## config.mk

```make
export PLATFORM = sky130hd
export DESIGN_NAME = mu_uart_node
export DESIGN_NICKNAME = d
export VERILOG_FILES = /design/src/mu_uart_tx.v /design/src/mu_uart_node.v
export VERILOG_INCLUDE_DIRS = /design/src
export SDC_FILE = /design/constraint.sdc
export NUM_CORES = 1
export LEC_CHECK = 0
export BUFFER_PORTS_ARGS = -buffer_cell sky130_fd_sc_hd__buf_2
export CAP_MARGIN = 20
export CORE_MARGIN = 2
export CORE_UTILIZATION = 45
export CTS_CLUSTER_SIZE = 40
export DETAILED_ROUTE_END_ITERATION = 7
export PLACE_DENSITY_LB_ADDON = 0.25
export SLEW_MARGIN = 10
export SYNTH_ARGS = -nofsm -noshare
export SYNTH_HDL_FRONTEND = slang
export SYNTH_SLANG_ARGS = --single-unit
```

## constraint.sdc

```tcl
create_clock -name core_clk_i -period 2.5 [get_ports core_clk_i]
set_input_delay 0.375 -clock core_clk_i [delete_from_list [all_inputs] [get_ports core_clk_i]]
set_output_delay 0.375 -clock core_clk_i [all_outputs]
set_load 0.03 [all_outputs]
```

## src/mu_defines.vh

```
// constants for the node serial port, 9600 baud packet handshake mode
`ifndef MU_DEFINES_VH
`define MU_DEFINES_VH
`define MU_CLK_HZ 200000000
`define MU_BAUD 9600
// core clock cycles per bit: clock rate over baud rate, sized for the bit counters
`define MU_BIT_CYCLES 16'd20833
`define MU_DATA_BITS 8
`define MU_RTS_TIMEOUT_CYC 32'd2000000
`define MU_RTS_RETRY_CYC 32'd200000
`define MU_TIME_PKT_BYTE 8'h54
`endif

```

## src/mu_uart_tx.v

```verilog
// serial byte transmitter, 8 data bits, no parity, one stop bit
`timescale 1ns/1ps
`default_nettype none
`include "mu_defines.vh"
module mu_uart_tx #(
	parameter [15:0] BIT_CYC = `MU_BIT_CYCLES
) (
	input wire core_clk_i,
	input wire rst_i,
	input wire start_i,
	input wire [7:0] data_i,
	output reg busy_o,
	output reg txd_o
);
	reg [15:0] cnt_ff;
	reg [3:0] bit_ff;
	reg [9:0] shf_ff;
	// -------------------------------------------------------------------
	// frame shifter: start bit, data lsb first, stop bit
	// -------------------------------------------------------------------
	always @(posedge core_clk_i) begin
		if (rst_i) begin
			busy_o <= 1'b0;
			txd_o <= 1'b1;
			cnt_ff <= 16'h0000;
			bit_ff <= 4'h0;
			shf_ff <= 10'h3ff;
		end else if (!busy_o) begin
			txd_o <= 1'b1;
			if (start_i) begin
				busy_o <= 1'b1;
				shf_ff <= {1'b1, data_i, 1'b0};
				cnt_ff <= 16'h0000;
				bit_ff <= 4'h0;
			end
		end else begin
			txd_o <= shf_ff[0];
			if (cnt_ff == BIT_CYC - 16'h0001) begin
				cnt_ff <= 16'h0000;
				shf_ff <= {1'b1, shf_ff[9:1]};
				bit_ff <= bit_ff + 4'h1;
				if (bit_ff == 4'h9)
					busy_o <= 1'b0;
			end else begin
				cnt_ff <= cnt_ff + 16'h0001;
			end
		end
	end
endmodule
`default_nettype wire

```

## src/mu_uart_node.v

```verilog
// node serial port: receiver, transmitter and packet handshake lines
`timescale 1ns/1ps
`default_nettype none
`include "mu_defines.vh"
// Behaviour
// - host data enters only on the receive line.
// - all node data leaves on the transmit line.
// - request-to-send asserts when a packet is pending.
// - request-to-send stays low until host clear-to-send low or timeout.
// - on timeout deassert, wait retry delay, reassert for same packet.
// - node clear-to-send high after reset until network joined.
// - node clear-to-send high when no room for another packet.
// - node clear-to-send high while not a network member.
// - local command packets accepted whatever node clear-to-send shows.
// - timestamp request triggers a timestamp packet.
// - 8 data bits, no parity, 9600 baud.
// - handshake and timestamp lines are active low.
// - timestamp request detected on falling edge.
module mu_uart_node #(
	parameter [31:0] RTS_TIMEOUT_CYC = `MU_RTS_TIMEOUT_CYC,
	parameter [31:0] RTS_RETRY_CYC = `MU_RTS_RETRY_CYC,
	parameter [15:0] BIT_CYC = `MU_BIT_CYCLES
) (
	input wire core_clk_i,
	input wire rst_i,
	input wire rxd_i,
	output reg txd_o,
	input wire host_clear_to_send_n_i,
	output reg node_request_to_send_n_o,
	output reg node_clear_to_send_n_o,
	input wire time_request_n_i,
	input wire net_joined_i,
	input wire buf_room_i,
	input wire pkt_valid_i,
	input wire [7:0] pkt_byte_i,
	input wire pkt_last_i,
	output reg pkt_ready_o,
	output reg rx_valid_o,
	output reg [7:0] rx_data_o,
	output reg time_pkt_sent_o
);
	localparam [15:0] HALF_CYC = BIT_CYC / 16'd2;
	localparam [5:0] S_IDLE = 6'h01;
	localparam [5:0] S_RTS = 6'h02;
	localparam [5:0] S_RETRY = 6'h04;
	localparam [5:0] S_LOAD = 6'h08;
	localparam [5:0] S_SEND = 6'h10;
	localparam [5:0] S_DONE = 6'h20;

	// -------------------------------------------------------------------
	// input synchronisers
	// -------------------------------------------------------------------
	reg [1:0] rx_sync_ff;
	reg [1:0] cts_sync_ff;
	reg [1:0] time_sync_ff;
	reg time_prev_ff;
	always @(posedge core_clk_i) begin
		if (rst_i) begin
			rx_sync_ff <= 2'b11;
			cts_sync_ff <= 2'b11;
			time_sync_ff <= 2'b11;
			time_prev_ff <= 1'b1;
		end else begin
			rx_sync_ff <= {rx_sync_ff[0], rxd_i};
			cts_sync_ff <= {cts_sync_ff[0], host_clear_to_send_n_i};
			time_sync_ff <= {time_sync_ff[0], time_request_n_i};
			time_prev_ff <= time_sync_ff[1];
		end
	end
	wire rxd_s = rx_sync_ff[1];
	wire host_cts_low = ~cts_sync_ff[1];
	wire time_fall = time_prev_ff & ~time_sync_ff[1];

	// -------------------------------------------------------------------
	// receiver
	// -------------------------------------------------------------------
	reg rx_busy_ff;
	reg [15:0] rx_cnt_ff;
	reg [3:0] rx_bit_ff;
	reg [7:0] rx_shf_ff;
	// sample receive line; taken regardless of node clear-to-send
	always @(posedge core_clk_i) begin
		if (rst_i) begin
			rx_busy_ff <= 1'b0;
			rx_cnt_ff <= 16'h0000;
			rx_bit_ff <= 4'h0;
			rx_shf_ff <= 8'h00;
			rx_valid_o <= 1'b0;
			rx_data_o <= 8'h00;
		end else begin
			rx_valid_o <= 1'b0;
			if (!rx_busy_ff) begin
				if (!rxd_s) begin
					rx_busy_ff <= 1'b1;
					rx_cnt_ff <= HALF_CYC;
					rx_bit_ff <= 4'h0;
				end
			end else if (rx_cnt_ff == BIT_CYC - 16'h0001) begin
				rx_cnt_ff <= 16'h0000;
				rx_bit_ff <= rx_bit_ff + 4'h1;
				if (rx_bit_ff == 4'h0) begin
					if (rxd_s)
						rx_busy_ff <= 1'b0; // false start
				end else if (rx_bit_ff == 4'h9) begin
					rx_busy_ff <= 1'b0;
					// stop bit checked, 8 data bits
					if (rxd_s) begin
						rx_valid_o <= 1'b1;
						rx_data_o <= rx_shf_ff;
					end
				end else begin
					rx_shf_ff <= {rxd_s, rx_shf_ff[7:1]};
				end
			end else begin
				rx_cnt_ff <= rx_cnt_ff + 16'h0001;
			end
		end
	end

	// -------------------------------------------------------------------
	// node clear-to-send
	// -------------------------------------------------------------------
	always @(posedge core_clk_i) begin
		if (rst_i)
			node_clear_to_send_n_o <= 1'b1;
		else
			// low only when joined with room; active low
			node_clear_to_send_n_o <= ~(net_joined_i & buf_room_i);
	end

	// -------------------------------------------------------------------
	// transmit handshake state machine
	// -------------------------------------------------------------------
	reg [5:0] st_ff;
	reg [31:0] tmr_ff;
	reg time_pend_ff;
	reg time_act_ff;
	reg tx_start_ff;
	reg [7:0] tx_byte_ff;
	reg last_ff;
	wire tx_busy;
	wire tx_line;
	mu_uart_tx #(
		.BIT_CYC(BIT_CYC)
	) u_tx (
		.core_clk_i(core_clk_i),
		.rst_i(rst_i),
		.start_i(tx_start_ff),
		.data_i(tx_byte_ff),
		.busy_o(tx_busy),
		.txd_o(tx_line)
	);
	always @(posedge core_clk_i) begin
		if (rst_i)
			txd_o <= 1'b1;
		else
			txd_o <= tx_line;
	end

	always @(posedge core_clk_i) begin
		if (rst_i) begin
			st_ff <= S_IDLE;
			tmr_ff <= 32'h00000000;
			time_pend_ff <= 1'b0;
			time_act_ff <= 1'b0;
			tx_start_ff <= 1'b0;
			tx_byte_ff <= 8'h00;
			last_ff <= 1'b0;
			node_request_to_send_n_o <= 1'b1;
			pkt_ready_o <= 1'b0;
			time_pkt_sent_o <= 1'b0;
		end else begin
			tx_start_ff <= 1'b0;
			pkt_ready_o <= 1'b0;
			time_pkt_sent_o <= 1'b0;
			// a request sets pending; set wins over clear
			if (time_fall)
				time_pend_ff <= 1'b1;
			case (st_ff)
			S_IDLE: begin
				if (time_pend_ff || pkt_valid_i) begin
					time_act_ff <= time_pend_ff;
					if (time_pend_ff && !time_fall)
						time_pend_ff <= 1'b0;
					node_request_to_send_n_o <= 1'b0;
					tmr_ff <= 32'h00000000;
					st_ff <= S_RTS;
				end
			end
			S_RTS: begin
				// start only once host clear-to-send seen low
				if (host_cts_low) begin
					st_ff <= S_LOAD;
				// timeout releases request, go to retry wait
				end else if (tmr_ff == RTS_TIMEOUT_CYC - 32'h1) begin
					node_request_to_send_n_o <= 1'b1;
					tmr_ff <= 32'h00000000;
					st_ff <= S_RETRY;
				end else begin
					tmr_ff <= tmr_ff + 32'h1;
				end
			end
			S_RETRY: begin
				if (tmr_ff == RTS_RETRY_CYC - 32'h1) begin
					node_request_to_send_n_o <= 1'b0;
					tmr_ff <= 32'h00000000;
					st_ff <= S_RTS;
				end else begin
					tmr_ff <= tmr_ff + 32'h1;
				end
			end
			S_LOAD: begin
				if (time_act_ff) begin
					tx_byte_ff <= `MU_TIME_PKT_BYTE;
					last_ff <= 1'b1;
					tx_start_ff <= 1'b1;
					st_ff <= S_SEND;
				end else if (pkt_valid_i) begin
					tx_byte_ff <= pkt_byte_i;
					last_ff <= pkt_last_i;
					pkt_ready_o <= 1'b1;
					tx_start_ff <= 1'b1;
					st_ff <= S_SEND;
				end
			end
			S_SEND: begin
				if (!tx_start_ff && !tx_busy)
					st_ff <= last_ff ? S_DONE : S_LOAD;
			end
			S_DONE: begin
				// request released after the whole packet, never between its bytes
				node_request_to_send_n_o <= 1'b1;
				time_pkt_sent_o <= time_act_ff;
				time_act_ff <= 1'b0;
				st_ff <= S_IDLE;
			end
			default: begin
				st_ff <= S_IDLE;
				node_request_to_send_n_o <= 1'b1;
			end
			endcase
		end
	end
endmodule
`default_nettype wire

```

# Word-level counts from Yosys, hierarchy flattened
# Index checks and enable logic that the tools add are counted.
[classes]
n_reduce_logical = 26
n_eq_ne = 22
n_addsub = 5
muxes = 56
bitwise = 12
[ops]
columns = ["operator", "n"]
rows = [
  ["$mux 32", 4],
  ["$mux 16", 6],
  ["$pmux 32 s3", 1],
  ["$mux 6", 8],
  ["$add 16x1->16 const B", 2],
  ["$add 32x1->32 const B", 1],
  ["$eq 16x15->1 const B", 2],
  ["$eq 32x18->1 const B", 1],
  ["$eq 32x21->1 const B", 1],
  ["$mux 10", 3],
  ["$pmux 6 s5", 1],
  ["$mux 4", 6],
  ["$mux 1", 23],
  ["$mux 8", 2],
  ["$reduce_and 5->1", 3],
  ["$ne 2x2->1 const B", 6],
  ["$not 1->1", 10],
  ["$add 4x1->4 const B", 2],
  ["$eq 4x4->1 const B", 2],
  ["$reduce_and 2->1", 4],
  ["$reduce_or 2->1", 4],
  ["$eq 6x1->1 const B", 1],
  ["$eq 6x2->1 const B", 1],
  ["$eq 6x3->1 const B", 1],
  ["18 further kinds", 26],
]
[totals]
output_inout_bits = 14
wordCells = 148
reg_bits = 132
in_bits = 17

# Logic depth before layout (Yosys ltp)
# Gate-level depths: netlist of run 1.
[logic_depth]
ltp_word = 7
ltp_mapped = 9
ltp_nobuf = 8

# Hierarchy
# A second synthesis of run 1 with hierarchy kept.
[hier_totals]
cells_unflattened = 768
hier_area_um2 = 6605.1
[by_module_without_submodules]
columns = ["mod", "instances", "area_per_inst_um2", "cells_per_inst", "seq_area_each_um2"]
rows = [
  ["mu_uart_node", 1, 4897.2, 576, 2001.9],
  ["mu_uart_tx", 1, 1707.9, 192, 620.6],
]

# Worst setup path before layout of run 1
# No wires, ideal clock.
[synth_path]
kind = "register -> register"
startpoint = "register tmr_ff[12]"
endpoint = "register node_request_to_send_n_o"
setup_ns = 0.125
synth_period_minus_slack_ns = 2.317
required_time_ns = 2.375
n_path_buf = 1
arrival_ns = 2.192
slack_ns = 0.183
path_stages_with_launch = 7
path_cell_list = "dfxtp_1 -> or4_1 -> or4_4 -> nor3_4 -> o22ai_1 -> buf_6 -> o41a_1"
[synth_between]
elab_chain_len = 3
elab_cells_between_ends = 5
cone_classes = "4 x eq/ne; 1 x reduce/logical"
[synth_lines]
columns = ["element", "line_no", "text"]
rows = [
  ["start, declared", "mu_uart_node.v:135", "reg [31:0] tmr_ff;"],
  ["start signal, assigned", "mu_uart_node.v:200", "tmr_ff <= tmr_ff + 32'h1;"],
  ["start signal, assigned", "mu_uart_node.v:209", "tmr_ff <= tmr_ff + 32'h1;"],
  ["$eq 32x18->1 or $eq 32x21->1 (tied branches)", "mu_uart_node.v:204, mu_uart_node.v:195", ""],
  ["$ne 2x2->1 (no line)", "n/a", ""],
  ["$reduce_and 5->1 (no line) *", "n/a", ""],
  ["end signal, assigned", "mu_uart_node.v:196", "node_request_to_send_n_o <= 1'b1;"],
  ["end signal, assigned", "mu_uart_node.v:205", "node_request_to_send_n_o <= 1'b0;"],
  ["end signal, assigned", "mu_uart_node.v:232", "node_request_to_send_n_o <= 1'b1;"],
  ["end, declared", "mu_uart_node.v:29", "output reg node_request_to_send_n_o,"],
]
# Every way passes the cells marked *; elsewhere a longest branch is shown, timed or not.
# A chain may end at the register's enable or synchronous reset.

# Worst setup path in the final report of run 1
[layout_path]
startpoint = "register u_tx.cnt_ff[8]"
endpoint = "register u_tx.shf_ff[1]"
[layout_between]
elab_chain_len = 3
[layout_lines]
columns = ["element", "line_no", "text"]
rows = [
  ["start, declared", "mu_uart_tx.v:15", "reg [15:0] cnt_ff;"],
  ["start signal, assigned", "mu_uart_tx.v:45", "cnt_ff <= cnt_ff + 16'h0001;"],
  ["$eq 16x15->1", "mu_uart_tx.v:38", "if (cnt_ff == BIT_CYC - 16'h0001) begin"],
  ["$ne 2x2->1 (no line)", "n/a", ""],
  ["$reduce_and 2->1 (no line)", "n/a", ""],
  ["end signal, assigned", "mu_uart_tx.v:32", "shf_ff <= {1'b1, data_i, 1'b0};"],
  ["end signal, assigned", "mu_uart_tx.v:40", "shf_ff <= {1'b1, shf_ff[9:1]};"],
  ["end, declared", "mu_uart_tx.v:17", "reg [9:0] shf_ff;"],
]
# Every way passes these cells.

==> results.md, run 1 <==
Clock network:
- At the later pin of the worst-skew pair, clock insertion delay measures between 0.4 and 0.5 ns.
- The worst-case clock buffer depth is 2.
- The CTS tree is yes.
- The clock-pin slew of the registers on the worst-case setup and hold paths is around 0.060 ns.
- The number of sinks on the clock net is 131.
- The number of hold-repair buffers added at the cts stage is 0.
- CTS placed an instance of sky130_fd_sc_hd__clkbuf_16 at the clock tree root.
- The total clock buffers created by CTS is 17.
- The buffer count from post-CTS setup fixing is 0.
- The H-tree depth is 4.

Yosys:
- After synthesis, the cell types taking the most area are sky130_fd_sc_hd__dfxtp_1 (41%), sky130_fd_sc_hd__nor2_1 (5.5%), sky130_fd_sc_hd__nand2_1 (4.4%).
- Summing the areas of all compound-gate instances in the mapped netlist gives 17.5% of the synthesized area.
- The share of synthesized area in the top cell type comes to roughly 41%.
- The synthesis-stage register bit count is 131.
- The portion of netlist area occupied by mux cells is 4.27%.
- The number of enable flip-flop cells after synthesis is 0.
- In the synthesized netlist the dominant register cell turns out to be sky130_fd_sc_hd__dfxtp_1.
- The number of different library cells in the post-synthesis netlist is 61.
- After Yosys synthesis, and, or, nand and nor cells account for 30.2% of the synthesized area.
- The synthesized instance count is 776.
- Of all cell types, the one taking the most synthesized area is sky130_fd_sc_hd__dfxtp_1.
- In the synthesized netlist the async set-or-reset flop fraction comes to 0%.
- The mean cell area of the mapped netlist is roughly 8.2 um2.
- Synthesis produced a netlist with a net count of ~800.
- After synthesis, the largest family of logic cells by area is simple AND/OR/NAND/NOR gates.
- The share of synthesized cell area in full adder, half adder and majority cells is 1.98%.
- After synthesis, flip-flops and latches occupy between 40 and 50% of the total area.
- The fraction of synthesized cell area in xor and xnor cells is less than 1%.
- The mapped cell area is 0.00633 mm2.
- The count of yosys warnings during synthesis is 0.

GRT:
- The via count of the first global-routing pass is 5289.
- In the global route stage, overall resource usage came out at 20.8%.
- The total congestion overflow after global routing is 0.
- The initial antenna violation count came to 0.
- The pin count of the biggest net entering global routing is 57.
- The first global-routing pass estimated approximately 25 mm of wire.

Route:
- The wire length reported by the detailed router is 15.0 mm.
- After detailed routing, the number of remaining DRC violations is 0.
- Detailed routing inserted a total of 5823 vias.
- In this run the remaining antenna-violating nets after routing total 0.
- The first detailed-routing pass took 7 iterations.
- Dividing the detail-routed wire length by the instance count gives 15.0 um.
- The violation count after the first detailed-route iteration is 536.
- The via density per instance is 5.84.

Die:
- The floorplan has 43 rows.
- The core region is 0.0138 mm2.
- The die covers 0.0150 mm2.
- The I/O pin count is 31.
- From bottom edge to top edge, the die measures 123 um.
- The effective utilization at floorplan is 45.8%.
- Measured along the x axis, the die boundary spans 123 um.

Placement:
- Input and output buffers added on the ports amount to 30.
- The setup slack at placement is 0.149 ns.
- Once detailed placement completed, the half-perimeter wirelength came to around 9.9 mm.
- The congestion estimate from routability-driven global placement came to 0.887.
- In this run, placement finished with an instance count of 965.

Timing:
- Clock skew on the completed layout was measured at 0.00743 ns.
- The worst path setup slack after routing is 0.0821 ns.
- Measured against its own limit, the worst slew margin works out to 44.8%.
- The number of hold violations in the final report came to 0.
- In the finished design, the share of the clock period the worst path needs comes to 96.7%.
- The count of pins over their slew limit was 0.
- For the pin with the worst max-slew slack, the measured transition is ~0.83 ns.
- The top achievable clock speed is 414 MHz.
- The shortest clock period the worst path allows after layout is 2.42 ns.
- Setup violations remaining at the end of the flow were counted as 0.

Layout:
- 0 antenna diodes ended up in the layout.
- The post-route netlist has 14.0% of its cells at a drive strength greater than 1.
- In the layout the commonest cells are sky130_fd_sc_hd__dfxtp_1 (131), sky130_fd_sc_hd__nor2_1 (93), sky130_fd_sc_hd__nand2_1 (74).
- The layout-stage area growth over the synthesis result is 17.2%.
- The post-route core utilization is 53.6%.
- The most common library cell in the layout ignoring fill and taps is sky130_fd_sc_hd__dfxtp_1.
- The final cell count without fillers is 997.
- The net count of the finished layout is 831.

Flow run:
- The number of max-cap violations is 0.

Power and ir drop:
- The highest ir drop seen on vdd is between 0.0005 and 0.0006 V.
- The internal portion of total power is 4.08 mW.
- For this design the total switching power over the nets is 1.17 mW.
- The part of the power in combinational logic is 7.3%.
- Net switching is 22.3% of the power.
- Per report_power, the sequential group accounts for 40.9% of the total.
- The fraction of power consumed by the clock network is 51.8%.
- The analysis attributes to cell leakage a power of 2.54 nW.
- For this design the ratio of total power to cell area is 709 mW/mm2.

Setup path:
- Of all nets on the critical path, the largest fanout is 7.
- The critical path start-end classification is reg -> reg.
- For the worst setup path, the data required time is 2.79 ns.
- The data arrival at the endpoint of the critical path is 2.70 ns.
- STA classifies the critical path startpoint as a register.
- STA classifies the critical path endpoint as a register.

Worst hold path:
- In this run the worst hold path is classified as in -> reg.

Run status:
- The flow ran to the end, and the final reports show no timing, DRC or antenna violations.
[per-stage QoR]
stage           TNS (ns)  area, um2  total power [mW]  hold WS, ns
4_1_cts                0       7390              5.30        0.134
2_1_floorplan          0       6330              2.44        0.389
3_5_place_dp           0       6740              2.57        0.393
5_1_grt        -0.000642       7410              5.42        0.139
3_3_place_gp           0       6740              2.56        0.391
6_report               0       7410              5.26        0.151
[final cells by class]
type	instances	area [um2]
Fill cell	1244	6410
Multi-Input combinational cell	578	3460
Sequential cell	131	2620
Clock buffer	21	470
Timing Repair Buffer	57	380
Tap cell	180	225
Clock inverter	11	180
Inverter	19	71.3
[kinds of logic (layout without fill, tap and decap cells)]
family | after synthesis | in the layout
AND/OR/NAND/NOR | 364 | 364
adder cells (fa/ha/maj) | 10 | 10
AO/OA/AOI/OAI | 175 | 175
buffers and inverters | 67 | 108
XOR/XNOR | 2 | 2
flip-flops | 131 | 131
multiplexers | 27 | 27
[sequential cells by signal (all words and copies together), names as in the netlist, 2 cells and up]
signal and count:
rx_shf_ff 8, rx_data_o 8, st_ff 6, tx_byte_ff 8
u_tx.bit_ff 4, rx_cnt_ff 16, u_tx.shf_ff 9, u_tx.cnt_ff 16
cts_sync_ff 2, rx_sync_ff 2, rx_bit_ff 4, time_sync_ff 2
tmr_ff 32
[power by group through the flow]
| stage | sequential, mW | clock, mW | combinational, mW |
|---|---|---|---|
| after floorplan | 2.18 | 0 | 0.258 |
| after global placement | 2.19 | 0 | 0.367 |
| after detailed placement | 2.19 | 0 | 0.377 |
| after CTS | 2.15 | 2.77 | 0.379 |
| after global routing | 2.15 | 2.85 | 0.422 |
| final | 2.15 | 2.72 | 0.385 |
[layer usage]
metal	GRT usage (%)	routed length, um
met5	0	0
met4	7.33	184
met3	5.44	672
met2	32.0	6940
met1	28.0	7200
[synthesized netlist by cell type (3+ instances only)]
| master | n |
|---|---|
| sky130_fd_sc_hd__dfxtp_1 | 131 |
| sky130_fd_sc_hd__nor2_1 | 93 |
| sky130_fd_sc_hd__nand2_1 | 74 |
| sky130_fd_sc_hd__a21oi_1 | 43 |
| sky130_fd_sc_hd__nand3_1 | 43 |
| sky130_fd_sc_hd__o21ai_0 | 41 |
| sky130_fd_sc_hd__clkbuf_1 | 40 |
| sky130_fd_sc_hd__nor3_1 | 28 |
| sky130_fd_sc_hd__mux2i_1 | 27 |
| sky130_fd_sc_hd__a31oi_1 | 23 |
| sky130_fd_sc_hd__inv_1 | 19 |
| sky130_fd_sc_hd__a311oi_1 | 16 |
| sky130_fd_sc_hd__nor3b_1 | 15 |
| sky130_fd_sc_hd__and3_1 | 14 |
| sky130_fd_sc_hd__nand3b_1 | 13 |
| sky130_fd_sc_hd__or2_2 | 12 |
| sky130_fd_sc_hd__nand4_1 | 11 |
| sky130_fd_sc_hd__ha_1 | 10 |
| sky130_fd_sc_hd__nor2b_1 | 10 |
| sky130_fd_sc_hd__nor4_1 | 10 |
| sky130_fd_sc_hd__a32oi_1 | 9 |
| sky130_fd_sc_hd__o21ai_1 | 9 |
| sky130_fd_sc_hd__a211oi_1 | 7 |
| sky130_fd_sc_hd__buf_2 | 6 |
| sky130_fd_sc_hd__or3_1 | 6 |
| sky130_fd_sc_hd__nand2b_1 | 5 |
| sky130_fd_sc_hd__nand4b_1 | 5 |
| sky130_fd_sc_hd__a41oi_1 | 4 |
| sky130_fd_sc_hd__a221oi_1 | 3 |
| sky130_fd_sc_hd__and2_1 | 3 |
| sky130_fd_sc_hd__and4_1 | 3 |
| sky130_fd_sc_hd__or4b_1 | 3 |
[final timing paths]
check	startpoint	to	slack, ns	cells past startpoint
worst min register to register	rx_sync_ff[0]	rx_sync_ff[1]	0.40	1
worst max register to register	u_tx.cnt_ff[8]	u_tx.shf_ff[1]	0.08	6
worst max-delay path	u_tx.cnt_ff[8]	u_tx.shf_ff[1]	0.08	6
worst min-delay path	rxd_i	rx_sync_ff[0]	0.15	2
[critical path, stage by stage, from the launching register on]
cell                       delay (ns)
sky130_fd_sc_hd__dfxtp_1         0.43
sky130_fd_sc_hd__or4b_2          0.61
sky130_fd_sc_hd__nor4_1          0.37
sky130_fd_sc_hd__nand2b_1        0.23
sky130_fd_sc_hd__nand2_1         0.20
sky130_fd_sc_hd__a211oi_1        0.35
sky130_fd_sc_hd__o21ai_1         0.09
[what timing repair did]
action / in CTS / in global routing
resized for setup: 0 / 4
endpoints found under the setup margin: 0 / 23
endpoints found under the hold margin: 0 / 0
Note: power is estimated with default switching activity, not from simulation.
==> inputs of run 2 (changes only) <==
ABC_AREA = 1   (was unset)
==> run 2 against run 1 <==
Net effect: worst hold slack worse by 0.026 ns; sequential power up 3%; critical path depth up 4; count of clock-buffer cells in the layout down 2; critical path type unchanged; sequential share of layout area down 1.6 points; first-iteration DRC count down 9.0%; die area up 7.7%; synthesized area up 8.0%; routed wire length up 6.9%; largest cell class unchanged; combinational power up 110%; worst setup slack better by 0.51 ns.
==> results.md, run 2 <==
Flow run:
- The number of max-cap violations is 0.

Die:
- The core region is around 0.015 mm2.
- The site row count is between 40 and 50.
- The total die area is 0.0162 mm2.
- The effective utilization at floorplan is between 40% and 50%.
- For this design the top-level I/O count stands at 31.
- The y dimension of the die is between 100 and 150 um.
- Measured along the x axis, the die boundary spans between 100 and 150 um.

Layout:
- The layout-stage area growth over the synthesis result is 13.7%.
- The top register by number of flip-flops is tmr_ff.
- The top cell types in the final layout, fill and taps aside, are sky130_fd_sc_hd__nand2_1 (249), sky130_fd_sc_hd__nor2_1 (143), sky130_fd_sc_hd__dfxtp_1 (131).
- The library cell used most frequently in the layout, excluding fill and tap cells, is sky130_fd_sc_hd__nand2_1.
- The repair_antennas step left the layout with diodes totalling 0.
- In the final design database the tool counted 1082 nets.
- The flip-flop count of the largest register, all copies and words added is 32.
- The largest registers in the layout are tmr_ff x32, rx_cnt_ff x16, u_tx.cnt_ff x16.
- The share of cells above drive strength 1 is 10.2%.
- The filler cells instantiated in the layout total approximately 1500.

Setup path:
- For the worst setup path, the data arrival time is 2.28 ns.
- Across all register-to-register paths, the minimum setup slack is slightly below 0.6 ns.
- The critical path start-end classification is reg -> reg.
- The highest net fanout along the worst path is 13.
- The required time at the worst-slack endpoint is 2.87 ns.
- The worst setup path is launched from a register.
- The critical path capture point type is a register.

GRT:
- The initial antenna violation count is 0.
- The via count of the first global-routing pass is 5746.
- The pin count of the biggest net entering global routing is 60.
- The total congestion overflow after global routing is 0.
- The first-pass GRT wire length is 27.6 mm.
- For this run, the total global-route usage over all layers was measured as 20.8%.

Timing:
- The number of hold violations in the final report is 0.
- Setup repair after global routing left no endpoint under its margin.
- The shortest clock period the worst path allows after layout is 1.91 ns.
- The final worst clock skew is ~0.009 ns.
- The worst path setup slack after routing is 0.593 ns.
- The count of pins over their slew limit was 0.
- The count of endpoints failing setup in the final report is 0.
- The share of the clock period used by the worst path is about 76%.
- The worst pin sits at a relative slew slack of 59.0%.
- The final total negative setup slack is 0 ns.
- The top achievable clock speed is 524 MHz.
- At the pin with the least slew margin, the transition time is roughly 0.6 ns.

Yosys:
- The commonest cells after synthesis are sky130_fd_sc_hd__nand2_1 (249), sky130_fd_sc_hd__nor2_1 (143), sky130_fd_sc_hd__dfxtp_1 (131).
- The count of yosys warnings during synthesis is 0.
- The number of enable flip-flop cells after synthesis is 0.
- The largest total area in the synthesized netlist belongs to sky130_fd_sc_hd__dfxtp_1.
- After synthesis, the mean cell area works out to 6.65 um2.
- The fraction of synthesized cell area in xor and xnor cells is ~2.3%.
- Sorting the synthesized cells by area gives the leading types as sky130_fd_sc_hd__dfxtp_1 (38%), sky130_fd_sc_hd__nand2_1 (14%), sky130_fd_sc_hd__nor2_1 (7.9%).
- The synthesis-stage register bit count is 131.
- Of the total synthesized cell area, the portion taken by full adders, half adders and majority gates is 1.83%.
- The portion of netlist area occupied by mux cells is 0%.
- Synthesis produced a netlist whose cell count is 1027.
- Yosys instantiated no cell more often than sky130_fd_sc_hd__nand2_1.
- The largest family of logic cells by synthesized area is simple AND/OR/NAND/NOR gates.
- The number of different library cells used by synthesis comes to 40.
- The mapped cell area is 0.00683 mm2.
- Summing the areas of all compound-gate instances in the mapped netlist gives 10.2% of the synthesized area.
- Summing the areas of all and, or, nand and nor instances in the mapped netlist gives 38.2% of the synthesized area.
- The async set-reset flop share out of synthesis is 0%.
- The share of synthesized area in the top cell type comes to 38.4%.
- The most instantiated flip-flop cell in the synthesis netlist is sky130_fd_sc_hd__dfxtp_1.
- The sequential-to-total area share from yosys stat is 38.4%.
- The post-synth net total is 1054.

Route:
- The wire length per cell is 12.8 um.
- The number of vias after detailed routing is 6344.
- The wire length reported by the detailed router is between 15 and 20 mm.
- The violation count after the first detailed-route iteration is 488.
- Before antenna repair, the detailed router went through 5 iterations.
- The number of routed nets with antenna violations is 0.
- For this run, design rule violations remaining after detail routing come to 0.
- The via density per instance is 5.05.

Clock network:
- In this run, CTS created clock tree buffers numbering 17.
- Clock tree synthesis selected as its root buffer the cell sky130_fd_sc_hd__clkbuf_16.
- The CTS tree is yes.
- The clock-pin slew of the registers on the worst-case setup and hold paths is 0.06 ns.
- The clock passes through at most 2 buffers.
- In this run the post-CTS setup repair buffer count came out at 0.
- The clock tree synthesis step divided the H-tree into 4 levels.
- At the later pin of the worst-skew pair, clock insertion delay measures 0.43 ns.
- The number of instances resized during post-cts repair is 0.
- The number of hold-repair buffers added at the cts stage is 0.
- The clock drives 131 sinks.

Placement:
- The last weighted congestion value of the routability-driven placer is 0.954.
- The half-perimeter wire length of the detailed placement result is 11.4 mm.
- The number of I/O port buffers is 30.
- The setup slack at placement is ~0.58 ns.

Worst hold path:
- The path class of the lowest-slack min-delay path is in -> reg.

Run status:
- The run finished with clean final reports.

Power and ir drop:
- The highest ir drop seen on vdd is 0.000459 V.
- The static leakage power is 3.18 nW.
- Dividing total power by cell area gives a power density of 739 mW/mm2.
-- run 2: cell type report --
class                           instances  area (um2)  share of cell area [%]
Timing Repair Buffer                   35         200                    2.58
Inverter                              126         473                    6.09
Multi-Input combinational cell        744        3590                    46.2
Clock buffer                           19         453                    5.83
Clock inverter                         13         195                    2.51
Sequential cell                       131        2620                    33.8
Tap cell                              188         235                    3.03
-- run 2: path summary, 6_finish.rpt --
kind	from	end	cells after the start
setup / recovery	u_tx.cnt_ff[0]	u_tx.shf_ff[6]	10
hold / removal	net_joined_i	node_clear_to_send_n_o	2
setup reg to reg	u_tx.cnt_ff[0]	u_tx.shf_ff[6]	10
hold reg to reg	cts_sync_ff[0]	cts_sync_ff[1]	1
-- run 2: where the power goes --
group          internal (mW)  total [mW]  leakage, nW  switching (mW)
Clock                   1.74        2.72        0.319           0.987
Combinational          0.206       0.807         1.81           0.601
Sequential              2.15        2.21         1.06          0.0554
Total                   4.10        5.74         3.18            1.64
-- run 2: per-layer routing --
metal / vias up / global-route usage (%) / share of wire (%)
li1: 3357 / - / -
met1: 2834 / 28.1 / 49
met2: 131 / 32.6 / 45
met3: 22 / 5.11 / 4.7
met4: 0 / 6.85 / 1.5
met5: - / 0 / 0
-- run 2: per-stage QoR --
| step | hold slack (ns) | util, % | total power, mW | std cells | instance area (um2) |
|---|---|---|---|---|---|
| detailed placement | 0.394 | 47.4 | 3.07 | 1224 | 7120 |
| floorplan | 0.389 | - | 2.94 | 1027 | 6830 |
| global route | 0.116 | 51.7 | 6.00 | 1256 | 7770 |
| CTS | 0.119 | 51.7 | 5.79 | 1256 | 7770 |
| global placement | 0.396 | 47.4 | 3.05 | 1224 | 7120 |
| finish | 0.126 | 51.7 | 5.74 | 1256 | 7770 |
-- run 2: kinds of logic after synthesis --
kind of cell / after synthesis
simple gates: 586
buf+inv: 152
flops: 131
compound gates: 130
xor+xnor: 18
fa+ha+maj: 10
-- run 2: worst max-delay path, stage by stage (launching register included) --
cell,delay [ns]
sky130_fd_sc_hd__dfxtp_1,0.33
sky130_fd_sc_hd__inv_1,0.09
sky130_fd_sc_hd__ha_1,0.15
sky130_fd_sc_hd__nand3_1,0.08
sky130_fd_sc_hd__nor2_1,0.11
sky130_fd_sc_hd__nand2_1,0.09
sky130_fd_sc_hd__nand2_1,0.16
sky130_fd_sc_hd__nand2_2,0.21
sky130_fd_sc_hd__inv_1,0.37
sky130_fd_sc_hd__o211ai_1,0.15
sky130_fd_sc_hd__nand3_1,0.10
